===== config.mk =====
export PLATFORM = sky130hd
export DESIGN_NAME = irpar_core
export DESIGN_NICKNAME = d
export VERILOG_FILES = /design/src/include/irpar_pkg.sv /design/src/rtl/irpar_core.sv
export SDC_FILE = /design/constraint.sdc
export NUM_CORES = 1
export LEC_CHECK = 0
export BUFFER_PORTS_ARGS = -buffer_cell sky130_fd_sc_hd__buf_2
export CORE_ASPECT_RATIO = 1.2
export CORE_MARGIN = 5
export CORE_UTILIZATION = 53
export DETAILED_ROUTE_END_ITERATION = 10
export GPL_TIMING_DRIVEN = 0
export PLACE_DENSITY = 0.74
export SETUP_SLACK_MARGIN = 0.2
export SKIP_CTS_REPAIR_TIMING = 1
export SYNTH_ARGS = -nofsm -noshare
export SYNTH_HDL_FRONTEND = slang
export SYNTH_SLANG_ARGS = --single-unit

===== constraint.sdc =====
create_clock -name clk -period 3.22 [get_ports clk]
set_input_delay 0.644 -clock clk [delete_from_list [all_inputs] [get_ports clk]]
set_output_delay 0.644 -clock clk [all_outputs]
set_load 0.01 [all_outputs]

===== src/include/irpar_pkg.sv =====
// shared constants, types and decode functions of the ir parameter block
package irpar_pkg;
  // register offsets; vis gain and status are local picks
  localparam logic [7:0] OFF_ADDR      = 8'h1a;
  localparam logic [7:0] LEDREC_ADDR   = 8'h1c;
  localparam logic [7:0] IRREC_ADDR    = 8'h1d;
  localparam logic [7:0] IRGAIN_ADDR   = 8'h1e;
  localparam logic [7:0] IRRANGE_ADDR  = 8'h1f;
  localparam logic [7:0] VISGAIN_ADDR  = 8'h11;
  localparam logic [7:0] VISRANGE_ADDR = 8'h12;
  localparam logic [7:0] STAT_ADDR     = 8'h20;
  // reset values
  localparam logic [7:0] OFF_RST       = 8'h80;
  localparam logic [7:0] LEDREC_RST    = 8'h00;
  localparam logic [7:0] IRREC_RST     = 8'h70;
  localparam logic [7:0] IRGAIN_RST    = 8'h00;
  localparam logic [7:0] IRRANGE_RST   = 8'h00;
  localparam logic [7:0] VISGAIN_RST   = 8'h00;
  localparam logic [7:0] VISRANGE_RST  = 8'h00;
  // field positions
  localparam int RANGE_BIT = 5;
  localparam int REC_LSB   = 4;
  localparam int GAIN_W    = 3;
  // timing
  localparam int CLK_NS      = 10;
  localparam int ADC_CLK_NS  = 50;
  localparam int ADC_CYC     = (ADC_CLK_NS + CLK_NS - 1) / CLK_NS;
  localparam int INTEG_CLKS  = 16;
  localparam int REV_A03     = 3;
  // result codes
  localparam logic [15:0] OVR_CODE = 16'hffff;
  localparam logic [15:0] MAX_CODE = 16'hfffe;

  typedef enum logic [1:0] {
    ST_IDLE,
    ST_REC,
    ST_INT,
    ST_WAIT
  } irpar_state_t;

  typedef struct packed {
    logic [2:0] gain;
    logic       high_range;
    logic [2:0] rec;
    logic       ir;
  } irpar_meas_t;

  typedef struct packed {
    logic [15:0] data;
    logic        ovr;
    logic        ir;
  } irpar_res_t;

  // compressed byte: 1.mmmm times 2^eeee, saturated to 0xffff above 16 bits
  function automatic logic [15:0] irpar_expand(input logic [7:0] c);
    logic [35:0] v;
    v = {31'h0000_0000, 1'b1, c[3:0]} << c[7:4];
    irpar_expand = (|v[35:20]) ? 16'hffff : v[19:4];
  endfunction : irpar_expand

  // recovery code to adc clocks
  function automatic logic [9:0] irpar_rec_clks(input logic [2:0] n);
    logic [10:0] v;
    v = 11'h001 << (4'(n) + 4'h2);
    irpar_rec_clks = (n == 3'h0) ? 10'h001 : 10'(v - 11'h001);
  endfunction : irpar_rec_clks
endpackage : irpar_pkg


===== src/rtl/irpar_core.sv =====
// parameter registers and measurement timing for ambient/ir conversions
`timescale 1ns/1ps
`default_nettype none
module irpar_core
  import irpar_pkg::*;
#(
  parameter int SEQ_REV   = REV_A03,
  parameter int ADC_DIV   = ADC_CYC,
  parameter int INTEG_LEN = INTEG_CLKS
) (
  input  wire logic               clk,
  input  wire logic               rst_n,
  input  wire logic [7:0]         reg_addr,
  input  wire logic [7:0]         reg_wdata,
  input  wire logic               reg_wr,
  input  wire logic               reg_rd,
  output var  logic [7:0]         reg_rdata_q,
  input  wire logic               meas_start,
  input  wire logic               meas_ir,
  input  wire logic               raw_valid,
  input  wire logic signed [16:0] raw_data,
  input  wire logic               raw_ovr,
  output var  logic               busy_q,
  output var  logic               adc_integ_q,
  output var  logic               adc_tick_q,
  output var  logic [7:0]         adc_div_q,
  output var  logic               high_range_q,
  output var  irpar_pkg::irpar_res_t res_q,
  output var  logic               res_valid_q
);
  import irpar_pkg::*;

  localparam bit          IS_A03 = (SEQ_REV >= REV_A03);
  localparam logic [15:0] PRE_MAX = 16'(ADC_DIV - 1);
  localparam logic [9:0]  INT_MAX = 10'(INTEG_LEN - 1);

  logic [7:0]   off_q, ledrec_q, irrec_q, irrange_q, visrange_q;
  logic [2:0]   irgain_q, visgain_q;
  irpar_state_t state_q, state_d;
  irpar_meas_t  meas_q, meas_d;
  logic [15:0]  pre_q;
  logic [6:0]   div_q, div_mask;
  logic [9:0]   cnt_q;
  logic         dtick;
  logic [15:0]  off_val;
  logic [17:0]  sum;

  // register writes; reserved gain bits are not stored
  always_ff @(posedge clk) begin
    if (!rst_n) begin
      off_q      <= OFF_RST;
      ledrec_q   <= LEDREC_RST;
      irrec_q    <= IRREC_RST;
      irgain_q   <= IRGAIN_RST[2:0];
      irrange_q  <= IRRANGE_RST;
      visgain_q  <= VISGAIN_RST[2:0];
      visrange_q <= VISRANGE_RST;
    end else if (reg_wr) begin
      unique case (reg_addr)
        OFF_ADDR:      off_q      <= reg_wdata;
        LEDREC_ADDR:   ledrec_q   <= reg_wdata;
        IRREC_ADDR:    irrec_q    <= reg_wdata;
        IRGAIN_ADDR:   irgain_q   <= reg_wdata[2:0];
        IRRANGE_ADDR:  irrange_q  <= reg_wdata;
        VISGAIN_ADDR:  visgain_q  <= reg_wdata[2:0];
        VISRANGE_ADDR: visrange_q <= reg_wdata;
        default: ;
      endcase
    end
  end

  // read data valid in the cycle after the strobe only
  always_ff @(posedge clk) begin
    if (!rst_n) begin
      reg_rdata_q <= 8'h00;
    end else if (reg_rd) begin
      unique case (reg_addr)
        OFF_ADDR:      reg_rdata_q <= off_q;
        LEDREC_ADDR:   reg_rdata_q <= ledrec_q;
        IRREC_ADDR:    reg_rdata_q <= irrec_q;
        IRGAIN_ADDR:   reg_rdata_q <= {5'h00, irgain_q};
        IRRANGE_ADDR:  reg_rdata_q <= irrange_q;
        VISGAIN_ADDR:  reg_rdata_q <= {5'h00, visgain_q};
        VISRANGE_ADDR: reg_rdata_q <= visrange_q;
        STAT_ADDR:     reg_rdata_q <= {6'h00, state_q};
        default:       reg_rdata_q <= 8'h00;
      endcase
    end else begin
      reg_rdata_q <= 8'h00;
    end
  end

  // gain, range and recovery snapshot at start so writes to them cannot tear a measurement; the offset is read live
  always_comb begin
    meas_d    = '0;
    meas_d.ir = meas_ir;
    if (meas_ir && IS_A03) begin
      meas_d.gain       = irgain_q;
      meas_d.high_range = irrange_q[RANGE_BIT];
      meas_d.rec        = irrec_q[REC_LSB +: 3];
    end else begin
      meas_d.gain       = visgain_q;
      meas_d.high_range = visrange_q[RANGE_BIT];
      meas_d.rec        = 3'h0;
    end
  end

  // adc clock prescaler then gain divider; both restart with each start
  assign div_mask = 7'((8'h01 << meas_q.gain) - 8'h01);
  assign dtick    = (pre_q == PRE_MAX) && (div_q == div_mask);

  always_ff @(posedge clk) begin
    if (!rst_n || state_q == ST_IDLE) begin
      pre_q <= 16'h0000;
      div_q <= 7'h00;
    end else if (pre_q == PRE_MAX) begin
      pre_q <= 16'h0000;
      div_q <= (div_q == div_mask) ? 7'h00 : 7'(div_q + 7'h01);
    end else begin
      pre_q <= 16'(pre_q + 16'h0001);
    end
  end

  always_comb begin
    state_d = state_q;
    unique case (state_q)
      ST_IDLE: if (meas_start) state_d = ST_REC;
      ST_REC:  if (dtick && cnt_q == 10'h000) state_d = ST_INT;
      ST_INT:  if (dtick && cnt_q == 10'h000) state_d = ST_WAIT;
      ST_WAIT: if (raw_valid) state_d = ST_IDLE;
    endcase
  end

  always_ff @(posedge clk) begin
    if (!rst_n) begin
      state_q <= ST_IDLE;
      meas_q  <= '0;
      cnt_q   <= 10'h000;
    end else begin
      state_q <= state_d;
      if (state_q == ST_IDLE && meas_start) begin
        meas_q <= meas_d;
        cnt_q  <= 10'(irpar_rec_clks(meas_d.rec) - 10'h001);
      end else if (dtick) begin
        if (cnt_q != 10'h000) begin
          cnt_q <= 10'(cnt_q - 10'h001);
        end else begin
          cnt_q <= INT_MAX;
        end
      end
    end
  end

  // converter-facing controls
  always_ff @(posedge clk) begin
    if (!rst_n) begin
      busy_q       <= 1'b0;
      adc_integ_q  <= 1'b0;
      adc_tick_q   <= 1'b0;
      adc_div_q    <= 8'h01;
      high_range_q <= 1'b0;
    end else begin
      busy_q       <= (state_d != ST_IDLE);
      adc_integ_q  <= (state_d == ST_INT);
      adc_tick_q   <= dtick && state_q == ST_INT;
      adc_div_q    <= 8'h01 << meas_q.gain;
      high_range_q <= meas_q.high_range;
    end
  end

  // offset add with clamp; only the overrange flag may produce 0xffff
  assign off_val = irpar_expand(off_q);
  assign sum = {raw_data[16], raw_data} + {2'b00, off_val};

  always_ff @(posedge clk) begin
    if (!rst_n) begin
      res_q       <= '0;
      res_valid_q <= 1'b0;
    end else begin
      res_valid_q <= (state_q == ST_WAIT) && raw_valid;
      if (state_q == ST_WAIT && raw_valid) begin
        res_q.ir  <= meas_q.ir;
        res_q.ovr <= raw_ovr;
        if (raw_ovr) begin
          res_q.data <= OVR_CODE;
        end else if (sum[17]) begin
          res_q.data <= 16'h0000;
        end else if (sum[16:0] >= {1'b0, OVR_CODE}) begin
          res_q.data <= MAX_CODE;
        end else begin
          res_q.data <= sum[15:0];
        end
      end
    end
  end

  // assertion helpers: cycles spent in the current state
  logic [23:0] cyc_q;
  always_ff @(posedge clk) begin
    if (!rst_n || state_d != state_q) begin
      cyc_q <= 24'h00_0000;
    end else begin
      cyc_q <= 24'(cyc_q + 24'h00_0001);
    end
  end

  a_ovr_reserved: assert property (@(posedge clk) disable iff (!rst_n)
    res_valid_q && !res_q.ovr |-> res_q.data != OVR_CODE)
    else $error("ordinary result reported as overrange code");

  a_ovr_passes: assert property (@(posedge clk) disable iff (!rst_n)
    state_q == ST_WAIT && raw_valid && raw_ovr
    |=> res_valid_q && res_q.data == OVR_CODE)
    else $error("overrange not reported as 0xffff");

  a_offset_added: assert property (@(posedge clk) disable iff (!rst_n)
    state_q == ST_WAIT && raw_valid && !raw_ovr && raw_data == 17'sd0
    |=> res_q.data == (($past(off_val) == OVR_CODE) ? MAX_CODE
                                                    : $past(off_val)))
    else $error("zero result does not carry the offset");

  a_offset_decode: assert property (@(posedge clk) disable iff (!rst_n)
    (off_q == 8'h60 |-> off_val == 16'h0040) and
    (off_q == 8'h70 |-> off_val == 16'h0080) and
    (off_q == 8'h80 |-> off_val == 16'h0100))
    else $error("offset byte decoded to wrong code count");

  a_rec_length: assert property (@(posedge clk) disable iff (!rst_n)
    state_q == ST_REC && state_d == ST_INT |-> 32'(cyc_q) + 1 ==
    32'(irpar_rec_clks(meas_q.rec)) * ADC_DIV * (1 << meas_q.gain))
    else $error("recovery period length wrong");

  a_integ_length: assert property (@(posedge clk) disable iff (!rst_n)
    state_q == ST_INT && state_d == ST_WAIT |->
    32'(cyc_q) + 1 == INTEG_LEN * ADC_DIV * (1 << meas_q.gain))
    else $error("integration length not scaled by gain");

  a_div_value: assert property (@(posedge clk) disable iff (!rst_n)
    busy_q && $stable(meas_q) |=> adc_div_q == 8'h01 << meas_q.gain)
    else $error("adc divisor does not match gain exponent");

  a_range_sel: assert property (@(posedge clk) disable iff (!rst_n)
    state_q == ST_IDLE && meas_start && meas_ir && IS_A03
    |=> meas_q.high_range == $past(irrange_q[RANGE_BIT]))
    else $error("ir_high_range_select bit not applied");

  a_legacy_gain: assert property (@(posedge clk) disable iff (!rst_n)
    state_q == ST_IDLE && meas_start && !IS_A03
    |=> meas_q.gain == $past(visgain_q) && meas_q.rec == 3'h0)
    else $error("legacy revision ignores visible settings");

  c_ir_done: cover property (@(posedge clk) disable iff (!rst_n)
    res_valid_q && res_q.ir && !res_q.ovr);
  c_ovr: cover property (@(posedge clk) disable iff (!rst_n)
    res_valid_q && res_q.ovr);
  c_vis_done: cover property (@(posedge clk) disable iff (!rst_n)
    res_valid_q && !res_q.ir);
  c_high_gain: cover property (@(posedge clk) disable iff (!rst_n)
    adc_integ_q && meas_q.gain == 3'h7);
endmodule : irpar_core
`default_nettype wire


## Word-level counts from Yosys, hierarchy flattened

Cells that the tools add are included.

| operators by class | value |
|---|---|
| shifts and indexed selects | 3 |
| mux-type cells | 16 |
| eq/ne operators | 14 |
| reductions and logical operators | 23 |
| add/sub/neg operators | 8 |
| $lt $le $gt $ge | 1 |

Operators by type and width:

| operator | number |
|---|---|
| 16-bit 2-to-1 mux | 4 |
| 8-bit one-hot mux with 8 select lines | 1 |
| 8-bit by 5-bit == test with 1-bit output (second input constant) | 7 |
| 10-bit 2-to-1 mux | 4 |
| 5-bit by 4-bit left shift with 36-bit output | 1 |
| 10-bit by 1-bit subtractor with 10-bit output (second input constant) | 3 |
| 17-bit by 17-bit adder with 18-bit output | 1 |
| 17-bit by 16-bit greater-or-equal comparator with 1-bit output (second input constant) | 1 |
| 16-bit by 1-bit adder with 16-bit output (second input constant) | 1 |
| 16-bit by 3-bit == test with 1-bit output (second input constant) | 1 |
| 2-bit AND reduction | 8 |
| 16-bit OR reduction | 1 |
| 7-bit 2-to-1 mux | 2 |
| 10-bit logical NOT | 1 |
| 10-bit nonzero test | 1 |
| 1-bit by 4-bit left shift with 10-bit output (first input constant) | 1 |
| 8-bit by 6-bit == test with 1-bit output (second input constant) | 1 |
| 2-bit 2-to-1 mux | 4 |
| 2-bit one-hot mux with 4 select lines | 1 |
| 1-bit by 3-bit left shift with 8-bit output (first input constant) | 1 |
| 7-bit by 1-bit adder with 7-bit output (second input constant) | 1 |
| 7-bit == test | 1 |
| 7-bit by 1-bit subtractor with 7-bit output (second input constant) | 1 |
| 2-bit == test (second input constant) | 3 |
| other kinds (9) | 14 |

| word-level totals | value |
|---|---|
| input port bits | 41 |
| output and inout port bits | 39 |
| flip-flop bits (word level) | 125 |
| word-level logic and storage cells | 89 |

## Depth between registers and ports, before layout

Gate-level depths: netlist of the first run.

| depth | value |
|---|---|
| depth in word-level cells | 8 |
| gate-level depth with buffers | 19 |
| mapped depth without buffers | 17 |

## Worst setup path before layout of the first run

No wires, ideal clock.

| path | value |
|---|---|
| path kind | flip-flop to flip-flop |
| start | register off_q[5] |
| end | register res_q[10] in the netlist's numbering |
| cell stages (with the launch flop) | 18 |
| setup time | 70 ps |
| setup slack | -193 ps |
| required time | 3150 ps |
| arrival time | 3342 ps |
| path through | dfxtp_1 buf_1 nand2_1 nand2_1 o21ai_0 nor2_1 a21oi_1 or2_2 fa_1 and2b_1 o211ai_1 a2111oi_4 o31ai_1 a21oi_2 xor2_2 buf_4 o21ai_1 a21oi_1 |

| between the ends | value |
|---|---|
| cells in the longest elaborated chain, start to end | 8 |

Ends and longest elaborated chain:

| what | RTL line | RTL |
|---|---|---|
| start: declaration | irpar_core.sv:37 | `logic [7:0] off_q, ledrec_q, irrec_q, irrange_q, visrange_q;` |
| start signal: assignment | irpar_core.sv:60 | `OFF_ADDR: off_q <= reg_wdata;` |
| 5-bit by 4-bit left shift with 36-bit output * | irpar_pkg.sv:57 | `v = {31'h0000_0000, 1'b1, c[3:0]} << c[7:4];` |
| 16-bit OR reduction | irpar_pkg.sv:58 | `irpar_expand = (\|v[35:20]) ? 16'hffff : v[19:4];` |
| 16-bit 2-to-1 mux * | irpar_pkg.sv:58 |  |
| 17-bit by 17-bit adder with 18-bit output * | irpar_core.sv:173 | `assign sum = {raw_data[16], raw_data} + {2'b00, off_val};` |
| 17-bit by 16-bit greater-or-equal comparator with 1-bit output | irpar_core.sv:188 | `end else if (sum[16:0] >= {1'b0, OVR_CODE}) begin` |
| 16-bit 2-to-1 mux | irpar_core.sv:188 |  |
| 16-bit 2-to-1 mux * | irpar_core.sv:186 | `end else if (sum[17]) begin` |
| 16-bit 2-to-1 mux * | irpar_core.sv:184 | `if (raw_ovr) begin` |
| end: declaration | irpar_core.sv:28 | `output var irpar_pkg::irpar_res_t res_q,` |

Every way passes the cells marked *; elsewhere a longest branch is shown, timed or not.
A chain may end at the register's enable or synchronous reset.

## Final worst setup path of the first run

| path | value |
|---|---|
| start | register off_q[5] |
| end | register res_q[2] in the netlist's numbering |

The elaborated chain is that of the path after synthesis.

==> run_results.csv, run 1 <==
group,metric,value,unit
synth,avgSynthCellArea,7.84,um^2
power,p_leak,0.00314,uW
sta,holdWs,455,ps
floorplan,coreArea,12600,um^2
synth,synthCells,860,
critical_path,cp-startpoint,"off_q[5]",
sta,hold_viol_final,0,
floorplan,die_y,134,um
power,peakVddDrop,393,uV
routing,wl_per_cell,15.7,um
layout,layout_commonest_cell,"dfxtp_1",
sta,setup_ws,-205,ps
synth,synth-edff-count,0,
clock_tree,htree_levels,4,
floorplan,boundaryPins,80,
sta,timing.fmax,292,MHz
layout,nFillCells,1105,
sta,period_share,106,%
worst_hold_path,min_to,"irrec_q[2]",
status,outcome,"finished, violations left",
run,drv_cap,0,
global_routing,grt_antenna_before_repair,0,
synth,yosysWarningCount,0,
critical_path,worstRegToRegCells,17,
layout,area_growth,21.0,%
routing,antenna_left,0,
synth,ys_dominant_reg_cell,"dfxtp_1",
power,power.density,485,nW/um^2
critical_path,r2r-start,"off_q[5]",
critical_path,cp.buffers_inverters,1,
clock_tree,cts_sinks,125,
global_routing,grt_pass1_vias,5811,
layout,nets,1026,
floorplan,die-area,15100,um^2
layout,seq_area,2520,um^2
status,violations,"negative setup slack",
routing,viasPerCell,5.68,
synth,ys_types,76,
synth,synth.cell_area,6740,um^2
layout,final_cell_mix,"dfxtp_1, nand2_1, a21oi_1, nor2_1, buf_2",
critical_path,path_cells,"mux2i_2 > nand2_1 > o21ai_2 > nor2_1 > a31oi_1 > nor2_1 > ha_2 > inv_2 > fa_2 > and2b_1 > o2111ai_1 > nand3b_1 > a21boi_2 > xor2_1 > nor4_1 > nand4_1 > a41o_1",
critical_path,slowest_stage,"nor4_1",
sta,min_period,3430,ps
critical_path,r2r_slack,-210,ps
layout,multiInputGateArea,4030,um^2
critical_path,critPathMaxFanout,3,
synth,synth_area_leaders,"dfxtp_1, a21oi_1, nand2_1",
placement,gp_congestion,0.887,
critical_path,end_kind,"flip-flop",
global_routing,track_usage,23.0,%
sta,rsz0062_at_grt,"true",
floorplan,start_util,53.7,%
clock_tree,cts_root_buf,"clkbuf_16",
synth,synthArstFlopShare,0,%
critical_path,cp_common_cell,"nor2_1",
sta,skew,9.01,ps
clock_tree,cts.path.max_buffers,2,
clock_tree,cts_tree,"yes",
critical_path,cp.required,3530,ps
routing,drt_iter0_markers,562,
synth,ys_ff_latch,125,
layout,drive_gt1_share,18.2,%
placement,dp_hpwl,12.9,mm
clock_tree,insertion_delay,420,ps
routing,firstDrtPassIters,5,
global_routing,grt_first_pass_wirelength,28.5,mm
synth,yosys.area.top_type_share,37.1,%
global_routing,grt_overflow_total,0,
critical_path,critPathTopFamily,"simple AND/OR/NAND/NOR gates",
sta,slew_viol_final,0,
critical_path,crit_path_start_kind,"flip-flop",
worst_hold_path,hp-start,"irrec_q[2]",
routing,drc,0,
sta,slew_headroom,57.7,%
layout,stdcell_count,1138,
critical_path,regToRegEndpoint,"res_q[2]",
clock_tree,clk_pin_slew,60,ps
layout,diodes,0,
worst_hold_path,hold_path_class,"flip-flop to flip-flop",
sta,setup_viol,16,
synth,yosysTopAreaCell,"dfxtp_1",
placement,port_buffers,75,
critical_path,crit_arrival,3740,ps
critical_path,crit_type,"flip-flop to flip-flop",
routing,drt-total-wl,17.8,mm
routing,vias,6469,
floorplan,die_w,113,um
placement,dp.cells,1099,
synth,seq_area_frac_synth,37.1,%
floorplan,rows,45,
worst_hold_path,min_path_cells,2,
sta,tightest_slew,626,ps
clock_tree,cts_made_buffers,17,
synth,postSynthNetCount,925,
critical_path,worst_path_largest_cell_delay,370,ps
global_routing,grt_max_degree,17,
[area by class of cell]
class	instances	area share [%]
Inverter	25	1.15
Timing Repair Buffer	82	5.46
Buffer	46	2.87
Tap cell	164	2.52
Sequential cell	125	30.8
Multi-Input combinational cell	664	49.4
Clock buffer	19	5.43
Clock inverter	13	2.33
[power by group]
group / switching [uW] / internal [uW]
Clock: 729 / 1320
Sequential: 17.5 / 1570
Combinational: 206 / 123
Total: 952 / 3010
[per-stage QoR]
| step | cell area [um^2] | setup slack (ps) | power [uW] | setup TNS [ps] | util (%) |
|---|---|---|---|---|---|
| floorplan | 6820 | 110 | 1840 | 0 | - |
| global placement | 7400 | -404 | 1940 | -5360 | 59.0 |
| detailed placement | 7400 | -361 | 1940 | -4960 | 59.0 |
| CTS | 8040 | -456 | 3970 | -6160 | 64.0 |
| global route | 8160 | -420 | 4080 | -5930 | 65.0 |
| finish | 8160 | -205 | 3960 | -2100 | 65.0 |
[cells in the mapped netlist, drive strengths merged (7+ instances only)]
cell type / instances
ha: 23
o211ai: 7
nand2b: 9
a211oi: 9
inv: 25
and3: 9
nand2: 116
a22oi: 14
nor3: 13
xor2: 21
buf: 13
dfxtp: 125
o21ai: 43
xnor2: 14
nor2: 90
nor2b: 8
nand3: 66
clkbuf: 33
mux2i: 13
a21oi: 107
a31oi: 12
[cell families (layout without fill, tap and decap cells)]
group / count (synthesis) / after routing / share of synthesized area, %
xor gates and xnor gates: 35 / 35 / 4.66
buffers and inverters: 71 / 185 / 4.40
and+or+nand+nor: 352 / 352 / 25.0
AOI/OAI and AO/OA: 240 / 240 / 22.3
DFF: 125 / 125 / 37.1
muxes: 13 / 13 / 1.93
adders and majority gates: 24 / 24 / 4.56
[worst max-delay path by stage]
| stage | end | slack, ps | depth (start not counted) |
|---|---|---|---|
| finish | res_q[2] | -210 | 17 |
| global route | res_q[16] | -420 | 19 |
| CTS | res_q[14] | -460 | 17 |
| detailed placement | res_q[14] | -360 | 17 |
| global placement | res_q[14] | -400 | 17 |
| floorplan | res_q[10] | 110 | 19 |
[worst min-delay path, cell delays in order (launching register included)]
cell,delay [ps]
dfxtp_1,310
nand2_1,50
a21oi_1,50
[routing by layer]
layer / wire, um / GRT usage, % / vias to the layer above
met5: 0 / 0 / -
met4: 332 / 7.55 / 0
met3: 828 / 5.00 / 33
met2: 8870 / 38.6 / 171
met1: 7800 / 29.4 / 3001
li1: - / - / 3264
[state kept, by name, indices dropped and copies added, names as in the netlist, 5 cells and up]
register     cells
irrange_q        8
div_q            7
off_q            8
cnt_q           10
ledrec_q         8
adc_div_q        8
visrange_q       8
reg_rdata_q      8
pre_q           16
irrec_q          8
meas_q           5
res_q           18
Power figures use the tool's default switching activity.
==> run 2, diff against run 1 <==
--- a/config.mk
+++ b/config.mk
@@ -11,7 +11,7 @@
 export CORE_UTILIZATION = 53
 export DETAILED_ROUTE_END_ITERATION = 10
 export GPL_TIMING_DRIVEN = 0
-export PLACE_DENSITY = 0.74
+export PLACE_DENSITY = 0.72
 export SETUP_SLACK_MARGIN = 0.2
 export SKIP_CTS_REPAIR_TIMING = 1
 export SYNTH_ARGS = -nofsm -noshare
==> constraint.sdc (replaced) <==
create_clock -name clk -period 3.7 [get_ports clk]
set_input_delay 0.74 -clock clk [delete_from_list [all_inputs] [get_ports clk]]
set_output_delay 0.74 -clock clk [all_outputs]
set_load 0.01 [all_outputs]
==> run_results.csv, run 2 (synthesis gave the netlist of run 1 again) <==
group,metric,value,unit
sta,min_period,3490,ps
floorplan,boundaryPins,80,
critical_path,cp.required,3980,ps
clock_tree,insertion_delay,420,ps
placement,dp_hpwl,13.1,mm
floorplan,coreArea,12600,um^2
worst_hold_path,min_path_cells,2,
routing,wl_per_cell,15.8,um
critical_path,r2r_slack,210,ps
worst_hold_path,hp-start,"irrange_q[4]",
routing,viasPerCell,5.79,
sta,setup_viol,0,
sta,slew_headroom,55.2,%
critical_path,r2r-start,"off_q[5]",
layout,layout_commonest_cell,"dfxtp_1",
sta,tightest_slew,663,ps
layout,area_growth,21.3,%
routing,drt_iter0_markers,467,
sta,hold_viol_final,0,
clock_tree,cts_root_buf,"clkbuf_16",
layout,largest-register,"res_q",
power,power.density,407,nW/um^2
layout,final_cell_mix,"dfxtp_1, nand2_1, a21oi_1, nor2_1, buf_2",
critical_path,crit_path_start_kind,"flip-flop",
layout,largest_reg_flops,18,
floorplan,start_util,53.7,%
layout,nets,1032,
clock_tree,cts_tree,"yes",
power,p_leak,0.00316,uW
critical_path,critPathMaxFanout,6,
global_routing,track_usage,23.4,%
critical_path,crit_type,"flip-flop to flip-flop",
sta,rsz0062_at_grt,"true",
clock_tree,clk_pin_slew,50,ps
layout,top_regs,"res_q (18), pre_q (16), cnt_q (10)",
sta,timing.fmax,286,MHz
floorplan,die-area,15100,um^2
sta,slew_viol_final,0,
critical_path,end_kind,"flip-flop",
placement,gp_congestion,0.908,
routing,drc,0,
layout,diodes,0,
critical_path,worstRegToRegCells,19,
clock_tree,cts_made_buffers,17,
clock_tree,cts.path.max_buffers,2,
floorplan,die_y,134,um
routing,antenna_left,0,
placement,port_buffers,75,
power,power,3330,uW
status,outcome,"finished clean",
sta,setup_tns,0,ps
global_routing,grt_first_pass_wirelength,29.1,mm
global_routing,grt_antenna_before_repair,0,
layout,nFillCells,1138,
routing,drt-total-wl,18.1,mm
clock_tree,htree_levels,4,
floorplan,rows,45,
floorplan,die_w,113,um
worst_hold_path,hold_path_class,"flip-flop to flip-flop",
run,drv_cap,0,
global_routing,grt_pass1_vias,6034,
global_routing,grt_max_degree,17,
routing,firstDrtPassIters,5,
power,peakVddDrop,278,uV
critical_path,crit_arrival,3770,ps
routing,vias,6614,
critical_path,regToRegEndpoint,"res_q[16]",
global_routing,grt_overflow_total,0,
clock_tree,cts_sinks,125,
sta,period_share,94.4,%
layout,drive_gt1_share,18.9,%
sta,skew,8.50,ps
worst_hold_path,min_to,"irrange_q[4]",
## run 2: final cells by class
class,instances,area (um^2),area share [%]
multi-input cells,664,4060,49.6
flip-flops and latches,125,2510,30.7
repair buffers,88,500,6.12
clock buffers,23,468,5.72
plain buffers,46,225,2.75
well taps,164,205,2.51
clock inverters,7,114,1.39
inverters,25,93.8,1.15
## run 2: power breakdown
part | switching (uW) | internal [uW] | leakage, uW | total (uW)
sequential | 15.0 | 1360 | 0.00101 | 1380
clock | 569 | 1080 | 0.000287 | 1650
combinational | 187 | 108 | 0.00186 | 295
total | 770 | 2560 | 0.00316 | 3330
## run 2: stage by stage
step           worst slack [ps]  area [um^2]  hold slack [ps]  cells  utilization, %
4_1_cts                    -465         7910              455   1129            63.0
6_report                    206         8180              455   1142            65.2
5_1_grt                    3.56         8180              470   1142            65.2
2_1_floorplan               227         6740              431    860               -
3_3_place_gp               -378         7320              442   1099            58.3
3_5_place_dp               -447         7320              448   1099            58.3
## run 2: critical path: stages (launching register included)
cell       delay [ps]
dfxtp_2           360
mux2i_2           230
nand2_1            90
o21ai_2            90
nor2_1             70
a31oi_1           180
nor2_1             80
ha_2              210
inv_2              70
fa_2              190
and2b_2           230
o211ai_1          280
a2111oi_4         130
o31ai_2           330
a21oi_2           110
xor2_2            180
buf_6             140
buf_6             130
o21ai_1           160
a21oi_1            80
## run 2: metal layers
metal  global-route usage [%]  vias to the layer above  wire, um
met2                     40.2                      201      9060
met4                     7.08                        0       326
li1                         -                     3278         -
met1                     29.4                     3102      7800
met3                     4.91                       33       888
met5                        0                        -         0
## run 2: how the worst max path moves through the flow
stage	endpoint	slack, ps	cells after the start	startpoint
6_report	res_q[16]	210	19	off_q[5]
2_1_floorplan	cnt_q[8]	230	14	meas_ir
3_5_place_dp	res_q[7]	-450	17	off_q[4]
5_1_grt	res_q[7]	4	17	off_q[5]
3_3_place_gp	res_q[7]	-380	17	off_q[4]
4_1_cts	res_q[7]	-460	17	off_q[4]
